**config.mk**
```make
export PLATFORM = sky130hd
export DESIGN_NAME = uerx_ctrl
export DESIGN_NICKNAME = d
export VERILOG_FILES = /design/src/hw/uerx_pkg.sv /design/src/hw/uerx_buf_if.sv /design/src/hw/uerx_buf.sv /design/src/hw/uerx_ctrl.sv
export VERILOG_INCLUDE_DIRS = /design/src /design/src/hw
export SDC_FILE = /design/constraint.sdc
export NUM_CORES = 1
export LEC_CHECK = 0
export BUFFER_PORTS_ARGS = -buffer_cell sky130_fd_sc_hd__buf_2
export CORE_ASPECT_RATIO = 0.8
export CORE_MARGIN = 1.5
export CORE_UTILIZATION = 41
export DETAILED_ROUTE_END_ITERATION = 10
export SLEW_MARGIN = 40
export SYNTH_ARGS = -nofsm -noshare
export SYNTH_HDL_FRONTEND = slang
export SYNTH_SLANG_ARGS = --single-unit
export TNS_END_PERCENT = 1
```
**constraint.sdc**
```tcl
create_clock -name clock -period 6.1 [get_ports clock]
set_input_delay 0.305 -clock clock [delete_from_list [all_inputs] [get_ports clock]]
set_output_delay 0.305 -clock clock [all_outputs]
set_load 0.02 [all_outputs]
```
**src/hw/uerx_regs.svh**
```systemverilog
`ifndef UERX_REGS_SVH
`define UERX_REGS_SVH

// Register addresses on the core bus
`define UERX_RXC_ADDR   32'h5000_185e
`define UERX_EPC_ADDR   32'h5000_1860

// Receive control fields
`define UERX_RXC_ARM    0
`define UERX_RXC_IGN    2
`define UERX_RXC_FLUSH  3
`define UERX_RXC_WL_LO  5
`define UERX_RXC_WL_HI  6

// Endpoint configuration fields
`define UERX_EPC_EP_LO  0
`define UERX_EPC_EP_HI  3
`define UERX_EPC_EN     4
`define UERX_EPC_ISO    5
`define UERX_EPC_STALL  7

// Reset values
`define UERX_RXC_RESET  16'h0000
`define UERX_EPC_RESET  16'h0000

// Receive FIFO size and warning thresholds (free bytes, inclusive)
`define UERX_FIFO_DEPTH 7'h40
`define UERX_WL_CODE1   7'h04
`define UERX_WL_CODE2   7'h08
`define UERX_WL_CODE3   7'h10

`endif

```
**src/hw/uerx_pkg.sv**
```systemverilog
package uerx_pkg;

  typedef enum logic [1:0] {
    UERX_PID_OUT,
    UERX_PID_IN,
    UERX_PID_SETUP,
    UERX_PID_SOF
  } uerx_pid_t;

  typedef enum logic [1:0] {
    UERX_HS_ACK,
    UERX_HS_NAK,
    UERX_HS_STALL,
    UERX_HS_NONE
  } uerx_hs_t;

  typedef enum {
    UERX_ST_IDLE,
    UERX_ST_RECV,
    UERX_ST_DISCARD
  } uerx_state_t;

endpackage

```
**src/hw/uerx_buf_if.sv**
```systemverilog
`timescale 1ns/1ps

interface uerx_buf_if;
  logic       flush;
  logic       in_valid;
  logic       in_ready;
  logic [7:0] in_data;
  logic       out_valid;
  logic       out_ready;
  logic [7:0] out_data;

  modport ctrl
  (
    output flush,
    output in_valid,
    input  in_ready,
    output in_data,
    input  out_valid,
    output out_ready,
    input  out_data
  );

  modport buffer
  (
    input  flush,
    input  in_valid,
    output in_ready,
    input  in_data,
    output out_valid,
    input  out_ready,
    output out_data
  );
endinterface

```
**src/hw/uerx_buf.sv**
```systemverilog
`timescale 1ns/1ps

// Two-entry skid buffer; ready and valid are registered so that a stall
// downstream never costs a byte already offered by the serial engine.
module uerx_buf
(
  input wire logic clock,
  input wire logic rst_n,
  uerx_buf_if.buffer bif
);

  logic [7:0] mem [2];
  logic       rd_ptr;
  logic       wr_ptr;
  logic [1:0] cnt;
  logic [7:0] next_mem [2];
  logic       next_rd_ptr;
  logic       next_wr_ptr;
  logic [1:0] next_cnt;
  logic       in_ready;
  logic       out_valid;
  logic [7:0] out_data;
  logic       next_in_ready;
  logic       next_out_valid;
  logic [7:0] next_out_data;

  assign bif.in_ready  = in_ready;
  assign bif.out_valid = out_valid;
  assign bif.out_data  = out_data;

  always_comb
  begin
    logic push;
    logic pop;
    push        = 1'b0;
    pop         = 1'b0;
    next_mem    = mem;
    next_rd_ptr = rd_ptr;
    next_wr_ptr = wr_ptr;
    next_cnt    = cnt;
    if (bif.flush)
    begin
      next_rd_ptr = 1'b0;
      next_wr_ptr = 1'b0;
      next_cnt    = 2'h0;
    end
    else
    begin
      push = bif.in_valid && in_ready;
      pop  = out_valid && bif.out_ready;
      if (push)
      begin
        next_mem[wr_ptr] = bif.in_data;
        next_wr_ptr      = ~wr_ptr;
      end
      if (pop)
        next_rd_ptr = ~rd_ptr;
      if (push && !pop)
        next_cnt = cnt + 2'h1;
      else if (pop && !push)
        next_cnt = cnt - 2'h1;
    end
    next_in_ready  = (next_cnt != 2'h2);
    next_out_valid = (next_cnt != 2'h0);
    next_out_data  = next_mem[next_rd_ptr];
  end

  always_ff @(posedge clock or negedge rst_n)
  begin
    if (!rst_n)
    begin
      mem[0]    <= 8'h00;
      mem[1]    <= 8'h00;
      rd_ptr    <= 1'b0;
      wr_ptr    <= 1'b0;
      cnt       <= 2'h0;
      in_ready  <= 1'b0;
      out_valid <= 1'b0;
      out_data  <= 8'h00;
    end
    else
    begin
      mem       <= next_mem;
      rd_ptr    <= next_rd_ptr;
      wr_ptr    <= next_wr_ptr;
      cnt       <= next_cnt;
      in_ready  <= next_in_ready;
      out_valid <= next_out_valid;
      out_data  <= next_out_data;
    end
  end

endmodule

```
**src/hw/uerx_ctrl.sv**
```systemverilog
// Notes on behaviour
// - Limit code 00 off, else 4/8/16
// - Warning flag when free bytes within limit
// - Flush empties FIFO, pointers, state idle
// - Flush waits while a reception runs
// - Ignore bit drops SETUP tokens for endpoint
// - Arm bit drops after packet or OUT stall
// - SETUP accepted whatever the arm bit
// - Back-to-back SETUP discarded but ACKed
// - Otherwise refused SETUP gets no handshake
// - Forced stall answers IN when transmit enabled
// - Forced stall answers OUT when receive enabled
// - Forced stall never answers a SETUP
// - Isochronous endpoint never sends NAK
// - Match endpoint number with function address
// - Disabled endpoint ignores every token
// - Endpoint number in bits three to zero
`timescale 1ns/1ps
`include "uerx_regs.svh"

module uerx_ctrl
(
  input  wire logic                clock,
  input  wire logic                rst_n,
  input  wire logic [31:0]         bus_addr,
  input  wire logic                bus_wr,
  input  wire logic                bus_rd,
  input  wire logic [15:0]         bus_wdata,
  output logic [15:0]              bus_rdata,
  input  wire logic [6:0]          function_address,
  input  wire logic                tx_fifo_enable,
  input  wire logic                tok_valid,
  input  wire uerx_pkg::uerx_pid_t tok_pid,
  input  wire logic [6:0]          tok_addr,
  input  wire logic [3:0]          tok_ep,
  input  wire logic                rx_byte_valid,
  input  wire logic [7:0]          rx_byte,
  output logic                     rx_byte_ready,
  input  wire logic                rx_pkt_end,
  input  wire logic                rx_pkt_ok,
  output logic                     store_valid,
  output logic [7:0]               store_data,
  input  wire logic                store_ready,
  input  wire logic                fifo_pop,
  output logic                     hs_valid,
  output uerx_pkg::uerx_hs_t       hs_code,
  output logic                     rx_warning_flag,
  output logic                     rx_setup_flag,
  output logic                     rx_busy
);
  import uerx_pkg::*;

  // ****************************************************************
  // Helpers
  // ****************************************************************
  function automatic logic [6:0] warn_limit(input logic [1:0] code);
    case (code)
      2'h1:    warn_limit = `UERX_WL_CODE1;
      2'h2:    warn_limit = `UERX_WL_CODE2;
      2'h3:    warn_limit = `UERX_WL_CODE3;
      default: warn_limit = 7'h00;
    endcase
  endfunction

  uerx_buf_if bif ();

  uerx_buf u_buf
  (
    .clock (clock),
    .rst_n (rst_n),
    .bif   (bif.buffer)
  );

  // ****************************************************************
  // State
  // ****************************************************************
  logic [1:0]  wl;
  logic        ign_setup;
  logic        arm;
  logic        flush_pend;
  logic [3:0]  ep_num;
  logic        ep_en;
  logic        iso;
  logic        stall;
  uerx_state_t state;
  logic        rx_is_setup;
  logic        last_setup;
  logic [6:0]  free_cnt;
  logic        flush_now;

  logic [1:0]  next_wl;
  logic        next_ign_setup;
  logic        next_arm;
  logic        next_flush_pend;
  logic [3:0]  next_ep_num;
  logic        next_ep_en;
  logic        next_iso;
  logic        next_stall;
  uerx_state_t next_state;
  logic        next_rx_is_setup;
  logic        next_last_setup;
  logic [6:0]  next_free_cnt;
  logic [15:0] next_bus_rdata;
  logic        next_hs_valid;
  uerx_hs_t    next_hs_code;
  logic        next_warn;
  logic        next_setup_flag;
  logic        next_flush_now;

  assign bif.flush      = flush_now;
  assign bif.in_valid   = rx_byte_valid && (state == UERX_ST_RECV);
  assign bif.in_data    = rx_byte;
  assign bif.out_ready  = store_ready;
  assign rx_byte_ready  = bif.in_ready;
  assign store_valid    = bif.out_valid;
  assign store_data     = bif.out_data;

  // ****************************************************************
  // Next-state logic
  // ****************************************************************
  always_comb
  begin
    logic wr_rxc;
    logic wr_epc;
    logic match;
    logic stored;
    wr_rxc           = bus_wr && (bus_addr == `UERX_RXC_ADDR);
    wr_epc           = bus_wr && (bus_addr == `UERX_EPC_ADDR);
    match            = tok_valid && ep_en && (tok_ep == ep_num)
                       && (tok_addr == function_address);
    stored           = bif.out_valid && store_ready;
    next_wl          = wl;
    next_ign_setup   = ign_setup;
    next_arm         = arm;
    next_flush_pend  = flush_pend;
    next_ep_num      = ep_num;
    next_ep_en       = ep_en;
    next_iso         = iso;
    next_stall       = stall;
    next_state       = state;
    next_rx_is_setup = rx_is_setup;
    next_last_setup  = last_setup;
    next_free_cnt    = free_cnt;
    next_hs_valid    = 1'b0;
    next_hs_code     = UERX_HS_NONE;
    next_setup_flag  = 1'b0;
    next_flush_now   = 1'b0;
    next_bus_rdata   = bus_rdata;

    // Byte accounting of the receive FIFO behind the buffer
    if (stored && !fifo_pop && free_cnt != 7'h00)
      next_free_cnt = free_cnt - 7'h01;
    else if (fifo_pop && !stored && free_cnt != `UERX_FIFO_DEPTH)
      next_free_cnt = free_cnt + 7'h01;

    case (state)
      UERX_ST_IDLE:
      begin
        if (match)
        begin
          case (tok_pid)
            UERX_PID_SETUP:
            begin
              // Stall is not consulted here on purpose
              if (ign_setup)
                next_state = UERX_ST_IDLE;
              else if (last_setup)
              begin
                next_state       = UERX_ST_DISCARD;
                next_rx_is_setup = 1'b1;
              end
              else if (flush_pend || free_cnt == 7'h00)
              begin
                next_state       = UERX_ST_DISCARD;
                next_rx_is_setup = 1'b0;
              end
              else
              begin
                next_state       = UERX_ST_RECV;
                next_rx_is_setup = 1'b1;
              end
            end
            UERX_PID_OUT:
            begin
              next_last_setup = 1'b0;
              if (stall && arm)
              begin
                next_hs_valid = 1'b1;
                next_hs_code  = UERX_HS_STALL;
                next_arm      = 1'b0;
                next_state    = UERX_ST_DISCARD;
                next_rx_is_setup = 1'b0;
              end
              else if (!arm || free_cnt == 7'h00 || flush_pend)
              begin
                next_hs_valid    = !iso;
                next_hs_code     = UERX_HS_NAK;
                next_state       = UERX_ST_DISCARD;
                next_rx_is_setup = 1'b0;
              end
              else
              begin
                next_state       = UERX_ST_RECV;
                next_rx_is_setup = 1'b0;
              end
            end
            UERX_PID_IN:
            begin
              next_last_setup = 1'b0;
              if (stall && tx_fifo_enable)
              begin
                next_hs_valid = 1'b1;
                next_hs_code  = UERX_HS_STALL;
              end
            end
            default:
              next_last_setup = 1'b0;
          endcase
        end
      end
      UERX_ST_RECV:
      begin
        if (rx_pkt_end)
        begin
          next_state = UERX_ST_IDLE;
          if (rx_pkt_ok)
          begin
            next_hs_valid   = !iso;
            next_hs_code    = UERX_HS_ACK;
            next_arm        = 1'b0;
            next_last_setup = rx_is_setup;
            next_setup_flag = rx_is_setup;
          end
        end
      end
      UERX_ST_DISCARD:
      begin
        if (rx_pkt_end)
        begin
          next_state = UERX_ST_IDLE;
          if (rx_pkt_ok && rx_is_setup)
          begin
            next_hs_valid = 1'b1;
            next_hs_code  = UERX_HS_ACK;
          end
        end
      end
      default:
        next_state = UERX_ST_IDLE;
    endcase

    // Purge only once the engine no longer writes into the FIFO
    if (flush_pend && state != UERX_ST_RECV)
    begin
      next_flush_now  = 1'b1;
      next_flush_pend = 1'b0;
      next_state      = UERX_ST_IDLE;
      next_free_cnt   = `UERX_FIFO_DEPTH;
    end

    // Register writes; firmware arming beats the hardware drop
    if (wr_rxc)
    begin
      next_wl        = bus_wdata[`UERX_RXC_WL_HI:`UERX_RXC_WL_LO];
      next_ign_setup = bus_wdata[`UERX_RXC_IGN];
      next_arm       = bus_wdata[`UERX_RXC_ARM];
      if (bus_wdata[`UERX_RXC_FLUSH])
        next_flush_pend = 1'b1;
    end
    if (wr_epc)
    begin
      next_ep_num = bus_wdata[`UERX_EPC_EP_HI:`UERX_EPC_EP_LO];
      next_ep_en  = bus_wdata[`UERX_EPC_EN];
      next_iso    = bus_wdata[`UERX_EPC_ISO];
      next_stall  = bus_wdata[`UERX_EPC_STALL];
    end

    if (bus_rd)
    begin
      next_bus_rdata = 16'h0000;
      if (bus_addr == `UERX_RXC_ADDR)
      begin
        next_bus_rdata[`UERX_RXC_WL_HI:`UERX_RXC_WL_LO] = wl;
        next_bus_rdata[`UERX_RXC_FLUSH]                 = flush_pend;
        next_bus_rdata[`UERX_RXC_IGN]                   = ign_setup;
        next_bus_rdata[`UERX_RXC_ARM]                   = arm;
      end
      else if (bus_addr == `UERX_EPC_ADDR)
      begin
        next_bus_rdata[`UERX_EPC_EP_HI:`UERX_EPC_EP_LO] = ep_num;
        next_bus_rdata[`UERX_EPC_EN]                    = ep_en;
        next_bus_rdata[`UERX_EPC_ISO]                   = iso;
        next_bus_rdata[`UERX_EPC_STALL]                 = stall;
      end
    end

    // Limit 0 when disabled, so the compare is gated by the code
    next_warn = (wl != 2'h0) && (next_free_cnt <= warn_limit(wl));
  end

  // ****************************************************************
  // Registers
  // ****************************************************************
  always_ff @(posedge clock or negedge rst_n)
  begin
    if (!rst_n)
    begin
      wl              <= 2'h0;
      ign_setup       <= 1'b0;
      arm             <= 1'b0;
      flush_pend      <= 1'b0;
      ep_num          <= 4'h0;
      ep_en           <= 1'b0;
      iso             <= 1'b0;
      stall           <= 1'b0;
      state           <= UERX_ST_IDLE;
      rx_is_setup     <= 1'b0;
      last_setup      <= 1'b0;
      free_cnt        <= `UERX_FIFO_DEPTH;
      flush_now       <= 1'b0;
      bus_rdata       <= 16'h0000;
      hs_valid        <= 1'b0;
      hs_code         <= UERX_HS_NONE;
      rx_warning_flag <= 1'b0;
      rx_setup_flag   <= 1'b0;
      rx_busy         <= 1'b0;
    end
    else
    begin
      wl              <= next_wl;
      ign_setup       <= next_ign_setup;
      arm             <= next_arm;
      flush_pend      <= next_flush_pend;
      ep_num          <= next_ep_num;
      ep_en           <= next_ep_en;
      iso             <= next_iso;
      stall           <= next_stall;
      state           <= next_state;
      rx_is_setup     <= next_rx_is_setup;
      last_setup      <= next_last_setup;
      free_cnt        <= next_free_cnt;
      flush_now       <= next_flush_now;
      bus_rdata       <= next_bus_rdata;
      hs_valid        <= next_hs_valid;
      hs_code         <= next_hs_code;
      rx_warning_flag <= next_warn;
      rx_setup_flag   <= next_setup_flag;
      rx_busy         <= (next_state == UERX_ST_RECV);
    end
  end

endmodule

```
==> results_dict.tcl, run 1 <==
set metrics [dict create \
    setup_viol_count_final 0 \
    worst_slack_ns 2.71 \
    power.internal_mw 1.12 \
    multi_input_area_mm2 0.00215 \
    clk_latency_ns 0.34 \
    antenna_cells 0 \
    hold_class "primary input to flip-flop" \
    required_ns 6.34 \
    hold_ws_ns 0.189 \
    postCtsSetupBuffers 0 \
    post_drt_wl_per_cell_um 13.9 \
    swShare_pct 27.6 \
    synth_enable_flop_cells 0 \
    ff_latch_area_mm2 0.00246 \
    finalHoldViolCount 0 \
    cts-root-buf "clkbuf_16" \
    dr.pass1.iters 4 \
    drive_gt1_share_pct 31.5 \
    status "finished clean" \
    clockBufferDepth 2 \
    grt_pass1_vias 3467 \
    path_max_fanout 6 \
    antenna_left 0 \
    synthFlopType "dfrtp_1" \
    cts_tree "built" \
    drv_slew 0 \
    drc_errors 0 \
    cp.depth 12 \
    vias 3493 \
    drt-vias-per-instance 5.09 \
    dieArea_mm2 0.0120 \
    clock_sinks 98 \
    p_clk_share_pct 38.4 \
    seq_power_share_pct 47.0 \
    dp.cells 669 \
    nNetsFinal 629 \
    core_area_mm2 0.0109 \
    synth-seq-cells 98 \
    synth.cell_area_mm2 0.00463 \
    cts.htree.levels 3 \
    worstMarginPinSlew_ns 0.789 \
    power_mw 1.55 \
    antenna_found_initial 0 \
    critPathArrivalTime_ns 3.64 \
    dp_slack_ns 2.73 \
    irDropWorstVdd_v 0.000140 \
    wirelength_um 9550 \
    crit_chain "inv_1 > ha_1 > nor4b_2 > a211oi_1 > nand2_1 > a21o_1 > a21oi_1 > ha_1 > a21o_1 > a21oi_1 > o22ai_1 > nor4b_2" \
    grt_usage_pct 17.4 \
    die_h_um 98.1 \
    slew_headroom_pct 47.1 \
    io_buffers 102 \
    ys_seq_area_share_pct 53.0 \
    fin_crit_sh_pct 55.6 \
    overflow 0 \
    setup_tns_ns 0 \
    finClkSkew_ns 0.00746 \
    async_flop_share_pct 100 \
    layout_common_cells "101 x buf_2, 95 x dfrtp_1, 38 x nor2_1, 38 x conb_1, 29 x mux2_2" \
    p_per_area_mw_per_mm2 270 \
    maxCapViolations 0 \
    final_common_cell "buf_2" \
    final_area_mm2 0.00574 \
    num-fill-cells 961 \
    grt_max_degree 59 \
    slowest_stage "a211oi_1" \
    yosys_warnings 0 \
    synth_cell_types 65 \
    place_area_mm2 0.00539 \
    start_util_pct 42.4 \
    syn_to_final_growth_pct 23.8 \
    p_leak_nw 2.69 \
    syn_avg_cell_area_um2 11.5 \
    critPathBufInv 1 \
    die_x_um 122 \
    grt_pass1_wl_um 16400 \
    cts_made_buffers 9 \
    drt_iter0_drc 175 \
    cp-start-kind "flip-flop" \
    pin_count 119 \
    p_comb_share_pct 14.6 \
    fin_crit_ns 3.39 \
    worstSetupPathType "flip-flop to flip-flop" \
    p_switching_mw 0.428 \
    critPathTopFamily "compound AO/OA/AOI/OAI gates" \
    rsz0062_at_grt "no" \
    num_rows 34 \
    fin_cells 686 \
    dp_hpwl_um 7050 \
    gp_congestion 0.820 \
    worstHoldPathCells 2 \
    cpPeakStageDelay_ns 0.70 \
    reg2reg_depth 12 \
    fmax_mhz 295 \
    netlist_instances 403 \
    end_kind "flip-flop" \
    post-route-util_pct 52.5 \
    clk_pin_slew_ns 0.07 \
]
==> state kept, by name, summed over array words and instances (netlist names), 2 cells and up <==
| register | cells |
|---|---|
| u_buf.bif.out_data | 8 |
| state | 32 |
| wl | 2 |
| u_buf.mem | 16 |
| hs_code | 2 |
| free_cnt | 7 |
| ep_num | 4 |
| u_buf.cnt | 2 |
| bus_rdata | 8 |
==> synthesized netlist by cell type (3+ instances only) <==
library cell	n	area, µm²
mux2_2	29	327
xor2_1	3	26.3
a22oi_1	5	37.5
xnor2_1	15	131
nor2b_1	4	25.0
nor4b_1	5	43.8
buf_4	9	67.6
nand3_1	6	30.0
nor4_1	11	68.8
nand2_1	11	41.3
and3_1	5	31.3
clkbuf_1	8	30.0
a211oi_1	11	82.6
nand4_1	10	62.6
nand2b_1	6	37.5
dfstp_2	3	78.8
a31oi_1	4	25.0
ha_1	5	62.6
nor3_1	16	80.1
nor4_2	4	50.1
a21oi_1	9	45.0
nor2_1	38	143
and2_1	5	31.3
a22o_1	6	52.6
dfrtp_1	95	2380
a21boi_0	4	30.0
inv_1	22	82.6
o21ai_0	8	40.0
==> worst register-to-register path, stage by stage (launching register included) <==
cell and delay, ns:
dfrtp_1 0.42, inv_1 0.10, ha_1 0.26, nor4b_2 0.21, a211oi_1 0.70, nand2_1 0.16
a21o_1 0.22, a21oi_1 0.18, ha_1 0.27, a21o_1 0.16, a21oi_1 0.19, o22ai_1 0.13
nor4b_2 0.29
==> logic make-up after synthesis <==
family	Yosys count	synth area share (%)
AOI/OAI and AO/OA	68	10.8
xor gates and xnor gates	20	4.37
adders and majority gates	5	1.35
buffers and inverters	42	4.32
DFF	98	53.0
muxes	31	7.75
other	1	0.0809
and+or+nand+nor	138	18.3
==> per-layer routing <==
layer  GRT usage (%)  part of all wire [%]
met5               0                     0
met4            5.16                   1.0
met3            4.50                   5.9
met2            27.7                    46
met1            23.6                    47
==> final cells by class <==
class | count | share of cell area (%)
Sequential cell | 98 | 42.8
Multi-Input combinational cell | 300 | 37.5
Timing Repair Buffer | 106 | 9.51
Clock buffer | 9 | 3.93
Tap cell | 144 | 3.14
Clock inverter | 7 | 1.68
Inverter | 22 | 1.44
==> final timing paths <==
path | from | to | slack [ns]
min | bus_wdata[1] | ep_num[1] | 0.19
max | free_cnt[0] | rx_warning_flag | 2.71
max reg2reg | free_cnt[0] | rx_warning_flag | 2.71
max in group asynchronous | rst_n | iso | 4.54
min in group asynchronous | rst_n | state[29] | 0.47
min reg2reg | u_buf.mem[4] | u_buf.mem[4] | 0.51
==> repair_timing <==
action | 4_1_cts | 5_1_grt
endpoints found under the setup margin | 0 | 0
endpoints found under the hold margin | 38 | 0
hold buffers | 1 | 0
gates resized for setup | 0 | 0
==> power by group through the flow <==
stage | logic (mW) | clock network [mW] | registers (mW)
CTS | 0.226 | 0.616 | 0.727
floorplan | 0.169 | 0 | 0.719
global placement | 0.217 | 0 | 0.737
detailed placement | 0.225 | 0 | 0.739
global route | 0.254 | 0.645 | 0.736
finish | 0.226 | 0.595 | 0.729
(Power assumes the default switching activity.)
==> run 2, diff against run 1 <==
==> constraint.sdc (replaced) <==
create_clock -name clock -period 3.18 [get_ports clock]
set_input_delay 0.159 -clock clock [delete_from_list [all_inputs] [get_ports clock]]
set_output_delay 0.159 -clock clock [all_outputs]
set_load 0.02 [all_outputs]
==> results_dict.tcl, run 2 (synthesis gave the netlist of run 1 again) <==
set metrics [dict create \
    p_per_area_mw_per_mm2 505 \
    final_common_cell "buf_2" \
    setup_tns_ns 0 \
    end_kind "flip-flop" \
    dp.cells 676 \
    core_area_mm2 0.0109 \
    reg2reg_depth 12 \
    num_rows 34 \
    path_max_fanout 6 \
    post-route-util_pct 52.7 \
    grt_pass1_wl_um 16600 \
    r2r_end "rx_warning_flag" \
    maxCapViolations 0 \
    clk_pin_slew_ns 0.07 \
    cp.depth 12 \
    worstHoldPathCells 2 \
    antenna_cells 0 \
    drt-vias-per-instance 5.05 \
    dr.pass1.iters 4 \
    p_switching_mw 0.813 \
    rsz0062_at_grt "no" \
    power.internal_mw 2.09 \
    worstMarginPinSlew_ns 0.662 \
    fin_crit_sh_pct 91.1 \
    syn_to_final_growth_pct 24.2 \
    slowest_stage "dfrtp_1" \
    largest_register_ffs 32 \
    p_comb_share_pct 16.1 \
    cpPeakStageDelay_ns 0.42 \
    drc_errors 0 \
    layout_common_cells "101 x buf_2, 95 x dfrtp_1, 38 x nor2_1, 38 x conb_1, 29 x mux2_2" \
    grt_pass1_vias 3439 \
    critPathCapture "rx_warning_flag" \
    top_layer_used "met4" \
    critPathTopFamily "compound AO/OA/AOI/OAI gates" \
    pin_count 119 \
    clk_latency_ns 0.34 \
    slew_headroom_pct 55.7 \
    vias 3502 \
    fin_crit_ns 2.90 \
    antenna_left 0 \
    die_x_um 122 \
    met1_length_um 4530 \
    irDropWorstVdd_v 0.000279 \
    fin_cells 694 \
    p_leak_nw 2.68 \
    seq_power_share_pct 48.2 \
    swShare_pct 28.0 \
    cp-start-kind "flip-flop" \
    finClkSkew_ns 0.00505 \
    setup_viol_count_final 0 \
    largestRegisters "state: 32 flops, u_buf.mem: 16 flops" \
    drive_gt1_share_pct 32.5 \
    drt_iter0_drc 174 \
    wirelength_um 9690 \
    r2r_start "free_cnt[1]" \
    largest_register "state" \
    clock_sinks 98 \
    p_clk_share_pct 35.7 \
    cts_made_buffers 9 \
    power_mw 2.91 \
    start_util_pct 42.4 \
    cts-root-buf "clkbuf_16" \
    die_h_um 98.1 \
    overflow 0 \
    grt_max_degree 41 \
    hold_class "primary input to flip-flop" \
    cts_tree "built" \
    worstSetupStartpoint "free_cnt[1]" \
    io_buffers 102 \
    status "finished clean" \
    fmax_mhz 345 \
    multi_input_area_mm2 0.00214 \
    crit_chain "inv_1 > ha_1 > nor4b_4 > a211oi_2 > nand2_1 > a21o_1 > a21oi_1 > ha_1 > a21o_1 > a21oi_1 > o22ai_1 > nor4b_2" \
    finalHoldViolCount 0 \
    dp_hpwl_um 7200 \
    grt_usage_pct 17.6 \
    dr_wl_met3_um 537 \
    required_ns 3.42 \
    reg2reg_slack_ns 0.28 \
    worstSetupPathType "flip-flop to flip-flop" \
    critPathArrivalTime_ns 3.14 \
    dieArea_mm2 0.0120 \
    met2_length_um 4570 \
    drv_slew 0 \
    clockBufferDepth 2 \
    ff_latch_area_mm2 0.00246 \
    critPathBufInv 1 \
    nNetsFinal 637 \
    post_drt_wl_per_cell_um 14.0 \
    gp_congestion 0.880 \
    antenna_found_initial 0 \
    cts.htree.levels 3 \
    num-fill-cells 949 \
]
==> run 2: what timing repair did <==
action,4_1_cts,5_1_grt
endpoints found under the hold margin,38,0
gates resized for setup,1,3
pin swaps,0,1
buffers inserted,0,1
setup endpoints to repair,1,1
hold buffers,1,0
==> run 2: through the flow <==
step,setup slack [ns],area [µm²],hold WS [ns]
2_1_floorplan,0.372,4770,-0.137
3_3_place_gp,0.119,5420,0.155
3_5_place_dp,0.0145,5430,0.158
4_1_cts,0.0306,5730,0.0335
5_1_grt,0.00553,5760,0.0373
6_report,0.284,5760,0.0503
==> run 2: layer usage <==
metal	global-route usage, %	up-vias
met5	0	-
met4	6.15	0
met3	4.50	6
met2	26.8	118
met1	24.3	1670
li1	-	1708
==> run 2: cell type report <==
class | count | share of cell area, %
Sequential cell | 98 | 42.7
Tap cell | 144 | 3.13
Inverter | 22 | 1.43
Timing Repair Buffer | 114 | 10.5
Clock buffer | 10 | 4.15
Clock inverter | 6 | 0.869
Multi-Input combinational cell | 300 | 37.2
==> run 2: how the worst min path moves through the flow <==
stage,startpoint,endpoint,slack (ns)
4_1_cts,bus_wdata[6],wl[1],0.03
5_1_grt,bus_wdata[4],ep_en,0.04
3_3_place_gp,rst_n,state[4],0.15
6_report,bus_wdata[1],ep_num[1],0.05
3_5_place_dp,rst_n,state[3],0.16
2_1_floorplan,rst_n,arm,-0.14
==> run 2: power groups by stage <==
stage          registers (mW)  clock network (mW)  logic (mW)
5_1_grt                  1.41                1.15       0.527
3_3_place_gp             1.41                   0       0.438
4_1_cts                  1.39                1.08       0.462
3_5_place_dp             1.41                   0       0.451
2_1_floorplan            1.38                   0       0.324
6_report                 1.40                1.04       0.468
